$ cat src/hdl/cpat_pkg.sv
package cpat_pkg;

    // ----------------------------------------
    // clock and time figures
    // ----------------------------------------
    localparam longint unsigned CLK_HZ = 64'h0000_0000_017D_7840;
    localparam longint unsigned TB_HZ = 64'h0000_0000_0012_2870;
    localparam longint unsigned UNIT_SHORT_S = 64'h0000_0000_0000_000F;
    localparam longint unsigned UNIT_LONG_MIN = 64'h0000_0000_0000_0001;
    localparam longint unsigned SEC_PER_MIN = 64'h0000_0000_0000_003C;
    localparam longint unsigned UNIT_SHORT_CYC = UNIT_SHORT_S * CLK_HZ;
    localparam longint unsigned UNIT_LONG_CYC = UNIT_LONG_MIN * SEC_PER_MIN * CLK_HZ;
    localparam longint unsigned TB_DIV_CYC = (CLK_HZ / TB_HZ) < 1 ? 1 : (CLK_HZ / TB_HZ);

    // ----------------------------------------
    // register indices, byte address is index times four
    // ----------------------------------------
    localparam logic [6:0] IDX_PWR_CTRL = 7'h2D;
    localparam logic [6:0] IDX_ACT_TMR = 7'h2E;
    localparam logic [6:0] IDX_TB_LO = 7'h30;
    localparam logic [6:0] IDX_TB_HI = 7'h31;
    localparam logic [6:0] IDX_IRQ_STAT = 7'h40;
    localparam logic [6:0] IDX_IRQ_EN = 7'h41;

    // ----------------------------------------
    // field positions
    // ----------------------------------------
    localparam int PC_MASK_BIT = 7;
    localparam int PC_JOIN_BIT = 6;
    localparam int PC_POL_BIT = 5;
    localparam int PC_SW_BIT = 4;
    localparam int AT_RES_BIT = 7;
    localparam int AT_CNT_MSB = 3;
    localparam int IRQ_TMO_BIT = 0;
    localparam int IRQ_OFF_BIT = 1;

    // ----------------------------------------
    // writable bits and reset values
    // ----------------------------------------
    localparam logic [7:0] PC_WR_MASK = 8'hF0;
    localparam logic [7:0] AT_WR_MASK = 8'h8F;
    localparam logic [7:0] PC_RST = 8'hA0;
    localparam logic [7:0] AT_RST = 8'h00;
    localparam logic [15:0] TB_RST = 16'h0000;
    localparam logic [1:0] IEN_RST = 2'h1;
    localparam logic PWR_OUT_RST = 1'h1;

endpackage : cpat_pkg

$ cat src/hdl/cpat_tick_div.sv
`timescale 1ns/1ps
module cpat_tick_div #(
    parameter int W = 32
) (
    input wire logic clk_sys_in,
    input wire logic srst_in,
    input wire logic restart_in,
    input wire logic [W-1:0] period_in,
    output logic tick_out
);

    typedef struct packed {
        logic [W-1:0] cnt;
        logic tick;
    } cpat_div_t;

    cpat_div_t s;
    cpat_div_t next_s;

    if (W < 2) begin : g_chk
        $error("cpat_tick_div: width too small");
    end

    // ----------------------------------------
    // divider, restart clears the phase
    // ----------------------------------------
    always_comb begin
        next_s = s;
        next_s.tick = 1'b0;
        if (restart_in) begin
            next_s.cnt = '0;
        end else if (s.cnt >= period_in - W'(1)) begin
            next_s.cnt = '0;
            next_s.tick = 1'b1;
        end else begin
            next_s.cnt = s.cnt + W'(1);
        end
    end

    always_ff @(posedge clk_sys_in) begin
        if (srst_in) begin
            s <= '0;
        end else begin
            s <= next_s;
        end
    end

    assign tick_out = s.tick;
endmodule : cpat_tick_div

$ cat src/hdl/cpat_activity_timer.sv
// Chosen here: the Wishbone interface to the registers.
`timescale 1ns/1ps
// What this block does
// - The timeout interrupt mask bit resets to 1, and 0 enables the expiry interrupt.
// - With the join bit set the power manager request is ORed into card power.
// - The polarity bit picks the on level of the card power output, default high.
// - The power switch bit is ignored while the interrupt is masked or both slots are empty.
// - With the interrupt enabled and a card present the switch bit sets card power.
// - The resolution bit selects a 15 second or a 1 minute timer unit.
// - A nonzero timeout count enables the timer and zero disables it.
// - Each access to an enabled card restarts the idle time from zero.
// - Expiry with the interrupt enabled raises an interrupt and leaves power alone.
// - Expiry with the interrupt masked switches card power off.
// - After an automatic power-off only a write to the timer register restores power.
// - A 16-bit time-base counter counts up at 1.19 MHz from zero.
// - The time-base bytes read at indices 30h and 31h and ignore writes.
module cpat_activity_timer #(
    parameter longint unsigned P_UNIT_SHORT_CYCLES = cpat_pkg::UNIT_SHORT_CYC,
    parameter longint unsigned P_UNIT_LONG_CYCLES = cpat_pkg::UNIT_LONG_CYC
) (
    input wire logic CLK_SYS_IN,
    input wire logic SRST_IN,
    input wire logic WB_CYC_IN,
    input wire logic WB_STB_IN,
    input wire logic WB_WE_IN,
    input wire logic [8:0] WB_ADR_IN,
    input wire logic [3:0] WB_SEL_IN,
    input wire logic [31:0] WB_DAT_IN,
    output logic [31:0] WB_DAT_OUT,
    output logic WB_ACK_OUT,
    input wire logic [1:0] CARD_PRESENT_IN,
    input wire logic CARD_ACCESS_IN,
    input wire logic PMU_POWER_REQUEST_IN,
    output logic CARD_POWER_OUT,
    output logic IRQ_OUT
);

    // ----------------------------------------
    // state
    // ----------------------------------------
    typedef struct packed {
        logic [1:0] ps1;
        logic [1:0] ps2;
        logic [7:0] pc;
        logic [7:0] at;
        logic [3:0] idle;
        logic expired;
        logic auto_off;
        logic [15:0] tb;
        logic [1:0] stat;
        logic [1:0] ien;
        logic ack;
        logic [7:0] dat;
        logic pwr;
        logic irq;
        logic [31:0] gap;
    } cpat_state_t;

    cpat_state_t s;
    cpat_state_t next_s;

    if (P_UNIT_SHORT_CYCLES < 1 || P_UNIT_LONG_CYCLES < 1 ||
        P_UNIT_SHORT_CYCLES > 64'h0000_0000_FFFF_FFFF ||
        P_UNIT_LONG_CYCLES > 64'h0000_0000_FFFF_FFFF) begin : g_chk
        $error("cpat_activity_timer: unit period out of range");
    end

    // ----------------------------------------
    // bus decode
    // ----------------------------------------
    logic acc;
    logic wr;
    logic rd;
    logic [6:0] idx;
    logic pc_wr;
    logic at_wr;
    logic stat_rd;
    logic ien_wr;

    assign acc = WB_CYC_IN && WB_STB_IN && !s.ack;
    assign idx = WB_ADR_IN[8:2];
    assign wr = acc && WB_WE_IN && WB_SEL_IN[0];
    assign rd = acc && !WB_WE_IN;
    assign pc_wr = wr && idx == cpat_pkg::IDX_PWR_CTRL;
    assign at_wr = wr && idx == cpat_pkg::IDX_ACT_TMR;
    assign ien_wr = wr && idx == cpat_pkg::IDX_IRQ_EN;
    assign stat_rd = rd && idx == cpat_pkg::IDX_IRQ_STAT;

    // ----------------------------------------
    // control fields
    // ----------------------------------------
    logic irq_masked;
    logic join_pmu;
    logic card_power_polarity;
    logic sw;
    logic res_long;
    logic [3:0] tmo;
    logic any_card;

    assign irq_masked = s.pc[cpat_pkg::PC_MASK_BIT];
    assign join_pmu = s.pc[cpat_pkg::PC_JOIN_BIT];
    assign card_power_polarity = s.pc[cpat_pkg::PC_POL_BIT];
    assign sw = s.pc[cpat_pkg::PC_SW_BIT];
    assign res_long = s.at[cpat_pkg::AT_RES_BIT];
    assign tmo = s.at[cpat_pkg::AT_CNT_MSB:0];
    assign any_card = |s.ps2;

    // ----------------------------------------
    // tick dividers
    // ----------------------------------------
    logic tb_tick;
    logic unit_tick;
    logic restart;
    logic [31:0] unit_period;

    assign restart = CARD_ACCESS_IN || at_wr;
    assign unit_period = res_long ? 32'(P_UNIT_LONG_CYCLES)
                                  : 32'(P_UNIT_SHORT_CYCLES);

    cpat_tick_div #(
        .W(32)
    ) u_tb_div (
        .clk_sys_in(CLK_SYS_IN),
        .srst_in(SRST_IN),
        .restart_in(1'b0),
        .period_in(32'(cpat_pkg::TB_DIV_CYC)),
        .tick_out(tb_tick)
    );

    cpat_tick_div #(
        .W(32)
    ) u_unit_div (
        .clk_sys_in(CLK_SYS_IN),
        .srst_in(SRST_IN),
        .restart_in(restart),
        .period_in(unit_period),
        .tick_out(unit_tick)
    );

    // ----------------------------------------
    // expiry and power decision
    // ----------------------------------------
    logic expire_evt;
    logic tmr_on;
    logic pwr_on;

    assign expire_evt = unit_tick && tmo != 4'h0 && !s.expired && !restart &&
                        (s.idle + 4'h1) == tmo;

    always_comb begin
        tmr_on = 1'b1;
        if (s.auto_off) begin
            tmr_on = 1'b0;
        end else if (!irq_masked && any_card) begin
            tmr_on = sw;
        end else begin
            tmr_on = 1'b1;
        end
    end

    assign pwr_on = tmr_on || (join_pmu && PMU_POWER_REQUEST_IN);

    // ----------------------------------------
    // read data
    // ----------------------------------------
    function automatic logic [7:0] read_byte(input cpat_state_t st, input logic [6:0] ix);
        logic [7:0] v;
        v = 8'h00;
        unique case (ix)
            cpat_pkg::IDX_PWR_CTRL: v = st.pc;
            cpat_pkg::IDX_ACT_TMR: v = st.at;
            cpat_pkg::IDX_TB_LO: v = st.tb[7:0];
            cpat_pkg::IDX_TB_HI: v = st.tb[15:8];
            cpat_pkg::IDX_IRQ_STAT: v = {6'h00, st.stat};
            cpat_pkg::IDX_IRQ_EN: v = {6'h00, st.ien};
            default: v = 8'h00;
        endcase
        return v;
    endfunction : read_byte

    // ----------------------------------------
    // next state
    // ----------------------------------------
    always_comb begin
        next_s = s;
        next_s.ps1 = CARD_PRESENT_IN;
        next_s.ps2 = s.ps1;
        next_s.ack = acc;
        next_s.dat = rd ? read_byte(s, idx) : 8'h00;
        if (pc_wr) begin
            next_s.pc = WB_DAT_IN[7:0] & cpat_pkg::PC_WR_MASK;
        end
        if (at_wr) begin
            next_s.at = WB_DAT_IN[7:0] & cpat_pkg::AT_WR_MASK;
        end
        if (ien_wr) begin
            next_s.ien = WB_DAT_IN[1:0];
        end
        if (restart) begin
            next_s.idle = 4'h0;
            next_s.expired = 1'b0;
        end else if (unit_tick && tmo != 4'h0 && !s.expired) begin
            next_s.idle = s.idle + 4'h1;
            next_s.expired = expire_evt;
        end
        if (at_wr) begin
            next_s.auto_off = 1'b0;
        end else if (expire_evt && irq_masked) begin
            next_s.auto_off = 1'b1;
        end
        next_s.stat = stat_rd ? 2'h0 : s.stat;
        next_s.stat[cpat_pkg::IRQ_TMO_BIT] = next_s.stat[cpat_pkg::IRQ_TMO_BIT] ||
                                             (expire_evt && !irq_masked);
        next_s.stat[cpat_pkg::IRQ_OFF_BIT] = next_s.stat[cpat_pkg::IRQ_OFF_BIT] ||
                                             (expire_evt && irq_masked);
        next_s.tb = s.tb + {15'h0000, tb_tick};
        next_s.pwr = pwr_on ~^ card_power_polarity;
        next_s.irq = |(next_s.stat & next_s.ien);
        if (restart) begin
            next_s.gap = 32'h0000_0000;
        end else if (unit_tick) begin
            next_s.gap = 32'h0000_0001;
        end else begin
            next_s.gap = s.gap + 32'h0000_0001;
        end
    end

    always_ff @(posedge CLK_SYS_IN) begin
        if (SRST_IN) begin
            s <= '0;
            s.pc <= cpat_pkg::PC_RST;
            s.at <= cpat_pkg::AT_RST;
            s.tb <= cpat_pkg::TB_RST;
            s.ien <= cpat_pkg::IEN_RST;
            s.pwr <= cpat_pkg::PWR_OUT_RST;
        end else begin
            s <= next_s;
        end
    end

    // ----------------------------------------
    // outputs
    // ----------------------------------------
    assign WB_DAT_OUT = {24'h000000, s.dat};
    assign WB_ACK_OUT = s.ack;
    assign CARD_POWER_OUT = s.pwr;
    assign IRQ_OUT = s.irq;
endmodule : cpat_activity_timer

$ cat config.mk
export PLATFORM = sky130hd
export DESIGN_NAME = cpat_activity_timer
export DESIGN_NICKNAME = d
export VERILOG_FILES = /design/src/hdl/cpat_pkg.sv /design/src/hdl/cpat_tick_div.sv /design/src/hdl/cpat_activity_timer.sv
export SDC_FILE = /design/constraint.sdc
export NUM_CORES = 1
export LEC_CHECK = 0
export BUFFER_PORTS_ARGS = -buffer_cell sky130_fd_sc_hd__buf_2
export CORE_ASPECT_RATIO = 1.4
export CORE_MARGIN = 4
export CORE_UTILIZATION = 45
export CTS_CLUSTER_DIAMETER = 100
export DETAILED_ROUTE_END_ITERATION = 7
export PLACE_DENSITY = 0.74
export SETUP_SLACK_MARGIN = 0.1
export SYNTH_ARGS = -nofsm -noshare
export SYNTH_HDL_FRONTEND = slang
export SYNTH_SLANG_ARGS = --single-unit
$ cat constraint.sdc
create_clock -name CLK_SYS_IN -period 2.3 [get_ports CLK_SYS_IN]
set_clock_uncertainty 0.05 [all_clocks]
set_input_delay 0.115 -clock CLK_SYS_IN [delete_from_list [all_inputs] [get_ports CLK_SYS_IN]]
set_output_delay 0.115 -clock CLK_SYS_IN [all_outputs]
set_load 0.02 [all_outputs]
==> PnR_summary.wiki, run 1 <==
{| class="wikitable"
! Metric !! Value
|-
| Synthesis Warnings || 0
|-
| Final Net Count || 695
|-
| Crit-path max cell delay || 0.42 ns
|-
| Total Negative Setup Slacks || -0.0329 ns
|-
| Worst Hold Margin || 0.0362 ns
|-
| Power per Cell Area || 760 nW/um^2
|-
| Dominant synthesized flop cell || sky130_fd_sc_hd__dfxtp_1
|-
| Type of the worst setup path || reg2reg
|-
| Leakage power figure || 2.37 nW
|-
| Worst reg-to-reg path cell count || 9
|-
| Post-route DRC || 0
|-
| Ports || 89
|-
| Least setup slack across all paths after layout || -0.00834 ns
|-
| R2r endpoint || u_unit_div.s[21]
|-
| Synth-to-Final Area Change || 24.1%
|-
| Stages on the worst setup path || 9
|-
| Reg power frac || 0.430
|-
| Worst skew pair latency || 0.41 ns
|-
| Cell internal pwr || 3.73 mW
|-
| Fraction of layout instances using a drive strength above 1 || 0.178
|-
| Slew margin rel. || 0.612
|-
| Core region area || 10900 um^2
|-
| Average instance area after synthesis || 9.45 um^2
|-
| Via-per-instance ratio || 5.15
|-
| Startpoint type of the worst setup path || flip-flop
|-
| CTS buffer count || 17
|-
| Peak supply drop || 0.544 mV
|-
| CTS tree || yes
|-
| Post-layout power || 4.79 mW
|-
| Number of buffers added on ports || 35
|-
| Die height || 134 um
|-
| Routability congestion estimate || 0.815
|-
| Placed wire-length estimate after detailed placement || 7150 um
|-
| Worst path buffer plus inverter count || 3
|-
| Via count of the first global-routing pass || 3957
|-
| Post-Synthesis Cells || 537
|-
| Number of nets still failing antenna checks after routing || 0
|-
| Slowest cell on the critical path || sky130_fd_sc_hd__or4_4
|-
| Switching share of power || 0.220
|-
| Switch Pwr || 1.06 mW
|-
| TritonCTS Sinks || 116
|-
| Post-route design area || 6300 um^2
|-
| Hold crit path type || in2reg
|-
| Area post-placement || 5410 um^2
|-
| Number of violations reported at the end of detailed-routing iteration 0 || 159
|-
| Violated checks || setup timing
|-
| Launching point of the worst reg2reg path || res_long
|-
| Kind of capture point of the worst setup path || flip-flop
|-
| Max-slew violations || 0
|-
| Total standard cell area after synthesis || 5070 um^2
|-
| CP cell instances || inv_8 > ha_4 > nand2_1 > or4_4 > or3_4 > o221ai_4 > buf_6 > clkbuf_16 > nor3_1
|-
| Result of the run || complete, but fails checks
|-
| Number of rows created at floorplan || 45
|-
| Worst-margin pin slew || 0.578 ns
|-
| Number of fill cells || 921
|-
| Length of the first detailed-routing pass in iterations || 4
|-
| ANT cells || 0
|-
| Start point of the worst hold path || PMU_POWER_REQUEST_IN
|-
| Total die area || 13100 um^2
|-
| Final routed wirelength across all metal layers || 10800 um
|-
| Worst setup path start || res_long
|-
| Flops & latches, synth || 116
|-
| Total via count in the routed design || 3999
|-
| Share of synthesized area occupied by flip-flops and latches || 0.458
|-
| Min cycle time layout || 2.31 ns
|-
| Horizontal die dimension || 97.8 um
|-
| Remaining global-route overflow || 0
|-
| Maxcap violations || 0
|-
| Routed len/inst || 13.9 um
|-
| Final core utilization || 0.577
|-
| Total count of hold-check failures in the final report || 0
|-
| Highest attainable clock frequency || 433 MHz
|-
| Worst reg-to-reg setup slack || -0.008 ns
|-
| Clock root buffer || sky130_fd_sc_hd__clkbuf_16
|-
| Req. time, crit path || 2.53 ns
|-
| Antenna violations before repair || 0
|-
| Worst setup path end || u_unit_div.s[21]
|-
| Fraction of power consumed by the clock network || 0.540
|-
| Crit path DAT || 2.54 ns
|-
| H-tree level count || 4
|-
| Final worst-path cycle share || 1.00
|-
| Async set or reset register ratio after synthesis || 0
|-
| Effective utilization at floorplan || 0.465
|-
| GRT Resource Usage Total || 0.170
|-
| Maximum number of buffers from clock root to sink || 2
|-
| Pin count of the biggest net entering global routing || 39
|-
| Combinational cell fraction of total power || 0.030
|-
| Number of enable-type register cells in the synthesized netlist || 0
|-
| Critical-path maximum fanout || 7
|-
| Synth unique cells || 54
|-
| Clock transition at the register clock pins on the worst setup and hold paths after CTS || 0.06 ns
|-
| Setup repair after global routing missed its margin || yes
|-
| Gate family responsible for the most delay along the worst path || simple AND/OR/NAND/NOR gates
|-
| Setup-violating endpoint count in the final report || 8
|-
| Global-route wire length before repair || 18000 um
|}
timing repair:
action,CTS,global route
pin swaps,3,3
setup endpoints to repair,33,34
gates resized for setup,7,6
buffers inserted,5,4
hold buffers,10,0
hold endpoints to repair,12,0
gates cloned,1,2
per-layer routing:
layer / part of all wire / GRT usage / wire length [um]
met4: 0.024 / 0.0785 / 259
met5: 0 / 0 / 0
met1: 0.39 / 0.178 / 4240
met3: 0.041 / 0.0492 / 440
met2: 0.54 / 0.312 / 5850
layout by cell type (no fill, tap or decap), drive strengths merged, types with 3 or more instances in the layout:
master and count:
a211o 5, a211oi 3, a21o 3, a21oi 17, a22oi 8, and2 6, and3 3, and4 7
buf 57, clkbuf 21, clkinv 4, clkinvlp 3, conb 51, dfxtp 116, dlygate4sd3 10, ha 18
inv 17, mux2 6, mux2i 5, nand2 29, nand3 25, nand4 13, nor2 41, nor2b 9
nor3 52, nor4 15, o21ai 6, or3 6, xnor2 34, xor2 19
metrics by stage:
stage | worst slack [ns] | std cells
floorplan | 0.114 | 587
global placement | 0.0386 | 723
detailed placement | 0.0291 | 723
CTS | 0.0492 | 771
global route | -0.140 | 777
finish | -0.00834 | 777
power by group through the flow:
stage / Combinational [mW] / Clock, mW / Sequential (mW)
CTS: 0.143 / 2.64 / 2.06
global route: 0.161 / 2.74 / 2.06
finish: 0.145 / 2.58 / 2.06
detailed placement: 0.129 / 0 / 2.10
floorplan: 0.120 / 0 / 2.10
global placement: 0.126 / 0 / 2.10
cell families (layout without fill, tap and decap cells):
group | Yosys count | count (layout) | synth area share
and+or+nand+nor | 219 | 219 | 0.229
DFF | 116 | 116 | 0.458
buffers and inverters | 65 | 114 | 0.0774
AOI/OAI and AO/OA | 54 | 54 | 0.0762
xor gates and xnor gates | 53 | 53 | 0.0915
adders and majority gates | 18 | 18 | 0.0444
muxes | 11 | 11 | 0.0232
other | 1 | 51 | 0.000739
worst min-delay path by stage:
stage	end	depth (start not counted)
after global placement	card_power_polarity	2
after global routing	CARD_POWER_OUT	5
after floorplan	irq_masked	1
final	CARD_POWER_OUT	5
after detailed placement	next_s[85]	2
after CTS	CARD_POWER_OUT	5
cell usage after synthesis, drive strengths merged, types with 8 or more instances:
cell type / number / area share
xor2: 19 / 0.033
nand2: 29 / 0.021
nor4: 15 / 0.020
buf: 39 / 0.058
inv: 13 / 0.0096
xnor2: 34 / 0.059
nor2b: 9 / 0.011
clkbuf: 13 / 0.0099
dfxtp: 116 / 0.46
nand4: 13 / 0.016
ha: 18 / 0.044
a22oi: 8 / 0.012
nor3: 52 / 0.051
a21oi: 17 / 0.017
nor2: 41 / 0.030
nand3: 25 / 0.025
final cells by class:
type / instances / area, um^2 / area share
Clock buffer: 19 / 443 / 0.0703
Clock inverter: 13 / 149 / 0.0236
Inverter: 13 / 56.3 / 0.00894
Multi-Input combinational cell: 406 / 2610 / 0.414
Sequential cell: 116 / 2330 / 0.369
Tap cell: 141 / 176 / 0.0280
Timing Repair Buffer: 69 / 542 / 0.0860
state kept, by name (all words and copies together), names as in the netlist:
signal	count
CARD_POWER_OUT	1
IRQ_OUT	1
WB_ACK_OUT	1
WB_DAT_OUT	8
card_power_polarity	1
irq_masked	1
join_pmu	1
next_s	2
res_long	1
s	33
u_tb_div.s	32
u_tb_div.tick_out	1
u_unit_div.s	32
u_unit_div.tick_out	1
worst register-to-register path: cells and delay by family, from the launching register on:
family	cells	cell delay (ns)
fa+ha+maj	1	0.26
flops	1	0.40
buf+inv	3	0.35
simple gates	4	0.87
compound gates	1	0.25
No activity file was read; power rests on OpenSTA's default activity.
==> run 2: changes to the inputs <==
CORE_MARGIN = 5   (was 4)
==> run 2 against run 1 <==
Against the previous run: the flow still finishes with violations (setup timing); sequential cell count stayed put; via count rose by 1.2%; count of clock-buffer cells in the layout is 3 higher; sequential share of layout area down 0.50 points; global-route usage up 0.71 points; clock power is 6% higher; worst setup slack got worse by 0.011 ns; final area grew 1.4%; core utilization decreased by 0.48 points; die area increased by 3.6%; critical endpoint is now u_unit_div.s[16].
==> PnR_summary.wiki, run 2 (synthesis gave the netlist of run 1 again) <==
{| class="wikitable"
! Metric !! Value
|-
| Result of the run || complete, but fails checks
|-
| Violated checks || setup timing
|-
| Start point of the worst hold path || WB_STB_IN
|-
| Max-slew violations || 0 (unchanged)
|-
| Filler-free cell count of the finished design || 787 (+1.3%)
|-
| Die height || 136 um (+1.5%)
|-
| Type of the worst setup path || reg2reg
|-
| Maximum number of buffers from clock root to sink || 2 (unchanged)
|-
| Kind of capture point of the worst setup path || flip-flop
|-
| Ports || 89 (unchanged)
|-
| Routed len/inst || 14.5 um (+4.0%)
|-
| Routability congestion estimate || 0.838 (+2.8%)
|-
| Hold crit path type || in2reg
|-
| Total die area || 13500 um^2 (+3.6%)
|-
| Number of violations reported at the end of detailed-routing iteration 0 || 121 (-24%)
|-
| Final routed wirelength across all metal layers || 11400 um (+5.4%)
|-
| Final worst-path cycle share || 1.01 (+0.00478)
|-
| Total via count in the routed design || 4048 (+1.2%)
|-
| Via-per-instance ratio || 5.14 (about the same)
|-
| Leakage power figure || 2.42 nW (+1.8%)
|-
| Setup-violating endpoint count in the final report || 18 (+10)
|-
| Post-route DRC || 0 (unchanged)
|-
| Crit path DAT || 2.54 ns (about the same)
|-
| H-tree level count || 4 (unchanged)
|-
| Cell internal pwr || 3.93 mW (+5.3%)
|-
| Power per Cell Area || 775 nW/um^2 (+2.0%)
|-
| Remaining global-route overflow || 0 (unchanged)
|-
| Worst skew pair latency || 0.40 ns (about the same)
|-
| Combinational cell fraction of total power || 0.030 (about the same)
|-
| Fraction of layout instances using a drive strength above 1 || 0.188 (+0.0105)
|-
| Number of flip-flops in the largest register || 33 (unchanged)
|-
| Synth-to-Final Area Change || 25.8%
|-
| Number of rows created at floorplan || 46 (+2.2%)
|-
| GRT Resource Usage Total || 0.177 (+0.00715)
|-
| Switch Pwr || 1.02 mW (-3.2%)
|-
| Worst setup timing slack at the placement stage || 0.0220 ns (-0.00709 ns)
|-
| Peak supply drop || 0.461 mV (-15%)
|-
| Critical-path maximum fanout || 7 (unchanged)
|-
| Clock transition at the register clock pins on the worst setup and hold paths after CTS || 0.05 ns (about the same)
|-
| ANT cells || 0 (unchanged)
|-
| Total count of hold-check failures in the final report || 0 (unchanged)
|-
| Worst setup path start || res_long
|-
| Horizontal die dimension || 99.8 um (+2.0%)
|-
| Antenna violations before repair || 0 (unchanged)
|-
| Switching share of power || 0.206 (-0.0140)
|-
| Final Net Count || 702 (+1.0%)
|-
| Slew margin rel. || 0.594 (-0.0177)
|-
| Most common library cell in the layout ignoring fill and taps || sky130_fd_sc_hd__dfxtp_1
|-
| Highest attainable clock frequency || 431 MHz (-0.47%)
|-
| Via count of the first global-routing pass || 4238 (+7.1%)
|-
| Worst-margin pin slew || 0.604 ns (+0.0263 ns)
|-
| Pin count of the biggest net entering global routing || 39 (unchanged)
|-
| Launching point of the worst reg2reg path || res_long
|-
| CTS buffer count || 17 (unchanged)
|-
| Post-layout power || 4.95 mW (+3.4%)
|-
| Length of the first detailed-routing pass in iterations || 4 (unchanged)
|-
| Register with the highest flop count || s
|-
| Global-route wire length before repair || 19100 um (+6.5%)
|-
| Post-route design area || 6380 um^2 (+1.4%)
|-
| Min cycle time layout || 2.32 ns (+0.0110 ns)
|-
| Clock root buffer || sky130_fd_sc_hd__clkbuf_16
|-
| Effective utilization at floorplan || 0.455 (-0.0101)
|-
| Worst Hold Margin || 0.0496 ns (+0.0134 ns)
|-
| Most frequent cells in the layout || sky130_fd_sc_hd__dfxtp_1, sky130_fd_sc_hd__conb_1, sky130_fd_sc_hd__nor3_1
|-
| TritonCTS Sinks || 116 (unchanged)
|-
| Area post-placement || 5410 um^2 (about the same)
|-
| Least setup slack across all paths after layout || -0.0193 ns (-0.0110 ns)
|-
| Startpoint type of the worst setup path || flip-flop
|-
| Placed wire-length estimate after detailed placement || 7710 um (+7.8%)
|-
| Req. time, crit path || 2.52 ns (about the same)
|-
| Number of nets still failing antenna checks after routing || 0 (unchanged)
|-
| Fraction of power consumed by the clock network || 0.554 (+0.014)
|-
| Maxcap violations || 0 (unchanged)
|-
| CTS tree || yes
|-
| Core region area || 11200 um^2 (+2.2%)
|-
| Reg power frac || 0.416 (-0.014)
|-
| Setup repair after global routing missed its margin || yes
|-
| Number of buffers added on ports || 35 (unchanged)
|-
| Registers with the most flip-flops || s x33, u_tb_div.s x32, u_unit_div.s x32
|-
| Number of cells in the design after placement || 727 (+0.55%)
|}
run 2: cell types whose count changed in the layout (fill, tap and decap cells not counted), sizes merged:
cell,delta
buf,+4
inv,-2
bufinv,+1
dlygate4sd3,+5
clkinv,-2
clkbuf,+1
run 2: cell type report:
class                      instances  area, um^2
timing repair buffer              76         554
inverter                          13        56.3
sequential                       116        2330
clock buffer                      22         485
multi-input combinational        406        2640
tap                              144         180
fill                             946        4780
clock inverter                    10         144
run 2: worst paths after layout:
path	to	slack (ns)	depth (start not counted)
worst min register to register	s[85]	0.39	1
worst max register to register	u_unit_div.s[16]	-0.02	9
worst max-delay path	u_unit_div.s[16]	-0.02	9
worst min-delay path	WB_ACK_OUT	0.05	3
run 2: worst max-delay path, cell delays in order, from the launching register on:
cell                       delay [ns]
sky130_fd_sc_hd__dfxtp_4         0.40
sky130_fd_sc_hd__inv_8           0.06
sky130_fd_sc_hd__ha_4            0.27
sky130_fd_sc_hd__nand2_2         0.07
sky130_fd_sc_hd__or4_4           0.43
sky130_fd_sc_hd__or3_4           0.35
sky130_fd_sc_hd__o221ai_4        0.21
sky130_fd_sc_hd__buf_6           0.17
sky130_fd_sc_hd__buf_8           0.13
sky130_fd_sc_hd__nor3_1          0.05
run 2: layer usage:
metal  part of all wire  global-route usage  vias up
li1                   -                   -     2006
met1               0.38               0.178     1933
met2               0.56               0.332       76
met3              0.035              0.0448       33
met4              0.031              0.0896        0
met5                  0                   0        -
run 2: per-stage QoR:
| step | setup TNS [ns] | util |
|---|---|---|
| 6_report | -0.148 | 0.572 |
| 3_3_place_gp | 0 | 0.484 |
| 5_1_grt | -1.54 | 0.572 |
| 4_1_cts | 0 | 0.566 |
| 2_1_floorplan | 0 | - |
| 3_5_place_dp | 0 | 0.484 |
run 2: power by group through the flow:
stage / clock network [mW] / logic (mW) / registers [mW]
after floorplan: 0 / 0.120 / 2.10
after global placement: 0 / 0.127 / 2.10
after detailed placement: 0 / 0.131 / 2.10
after CTS: 2.79 / 0.146 / 2.06
after global routing: 2.90 / 0.166 / 2.06
final: 2.74 / 0.150 / 2.06
run 2: repair_timing:
item | CTS | global route
endpoints found under the setup margin | 33 | 34
pin swaps | 3 | 6
gates cloned | 3 | 0
endpoints found under the hold margin | 12 | 0
gates resized for setup | 16 | 10
setup buffers | 7 | 3
hold buffers | 15 | 0
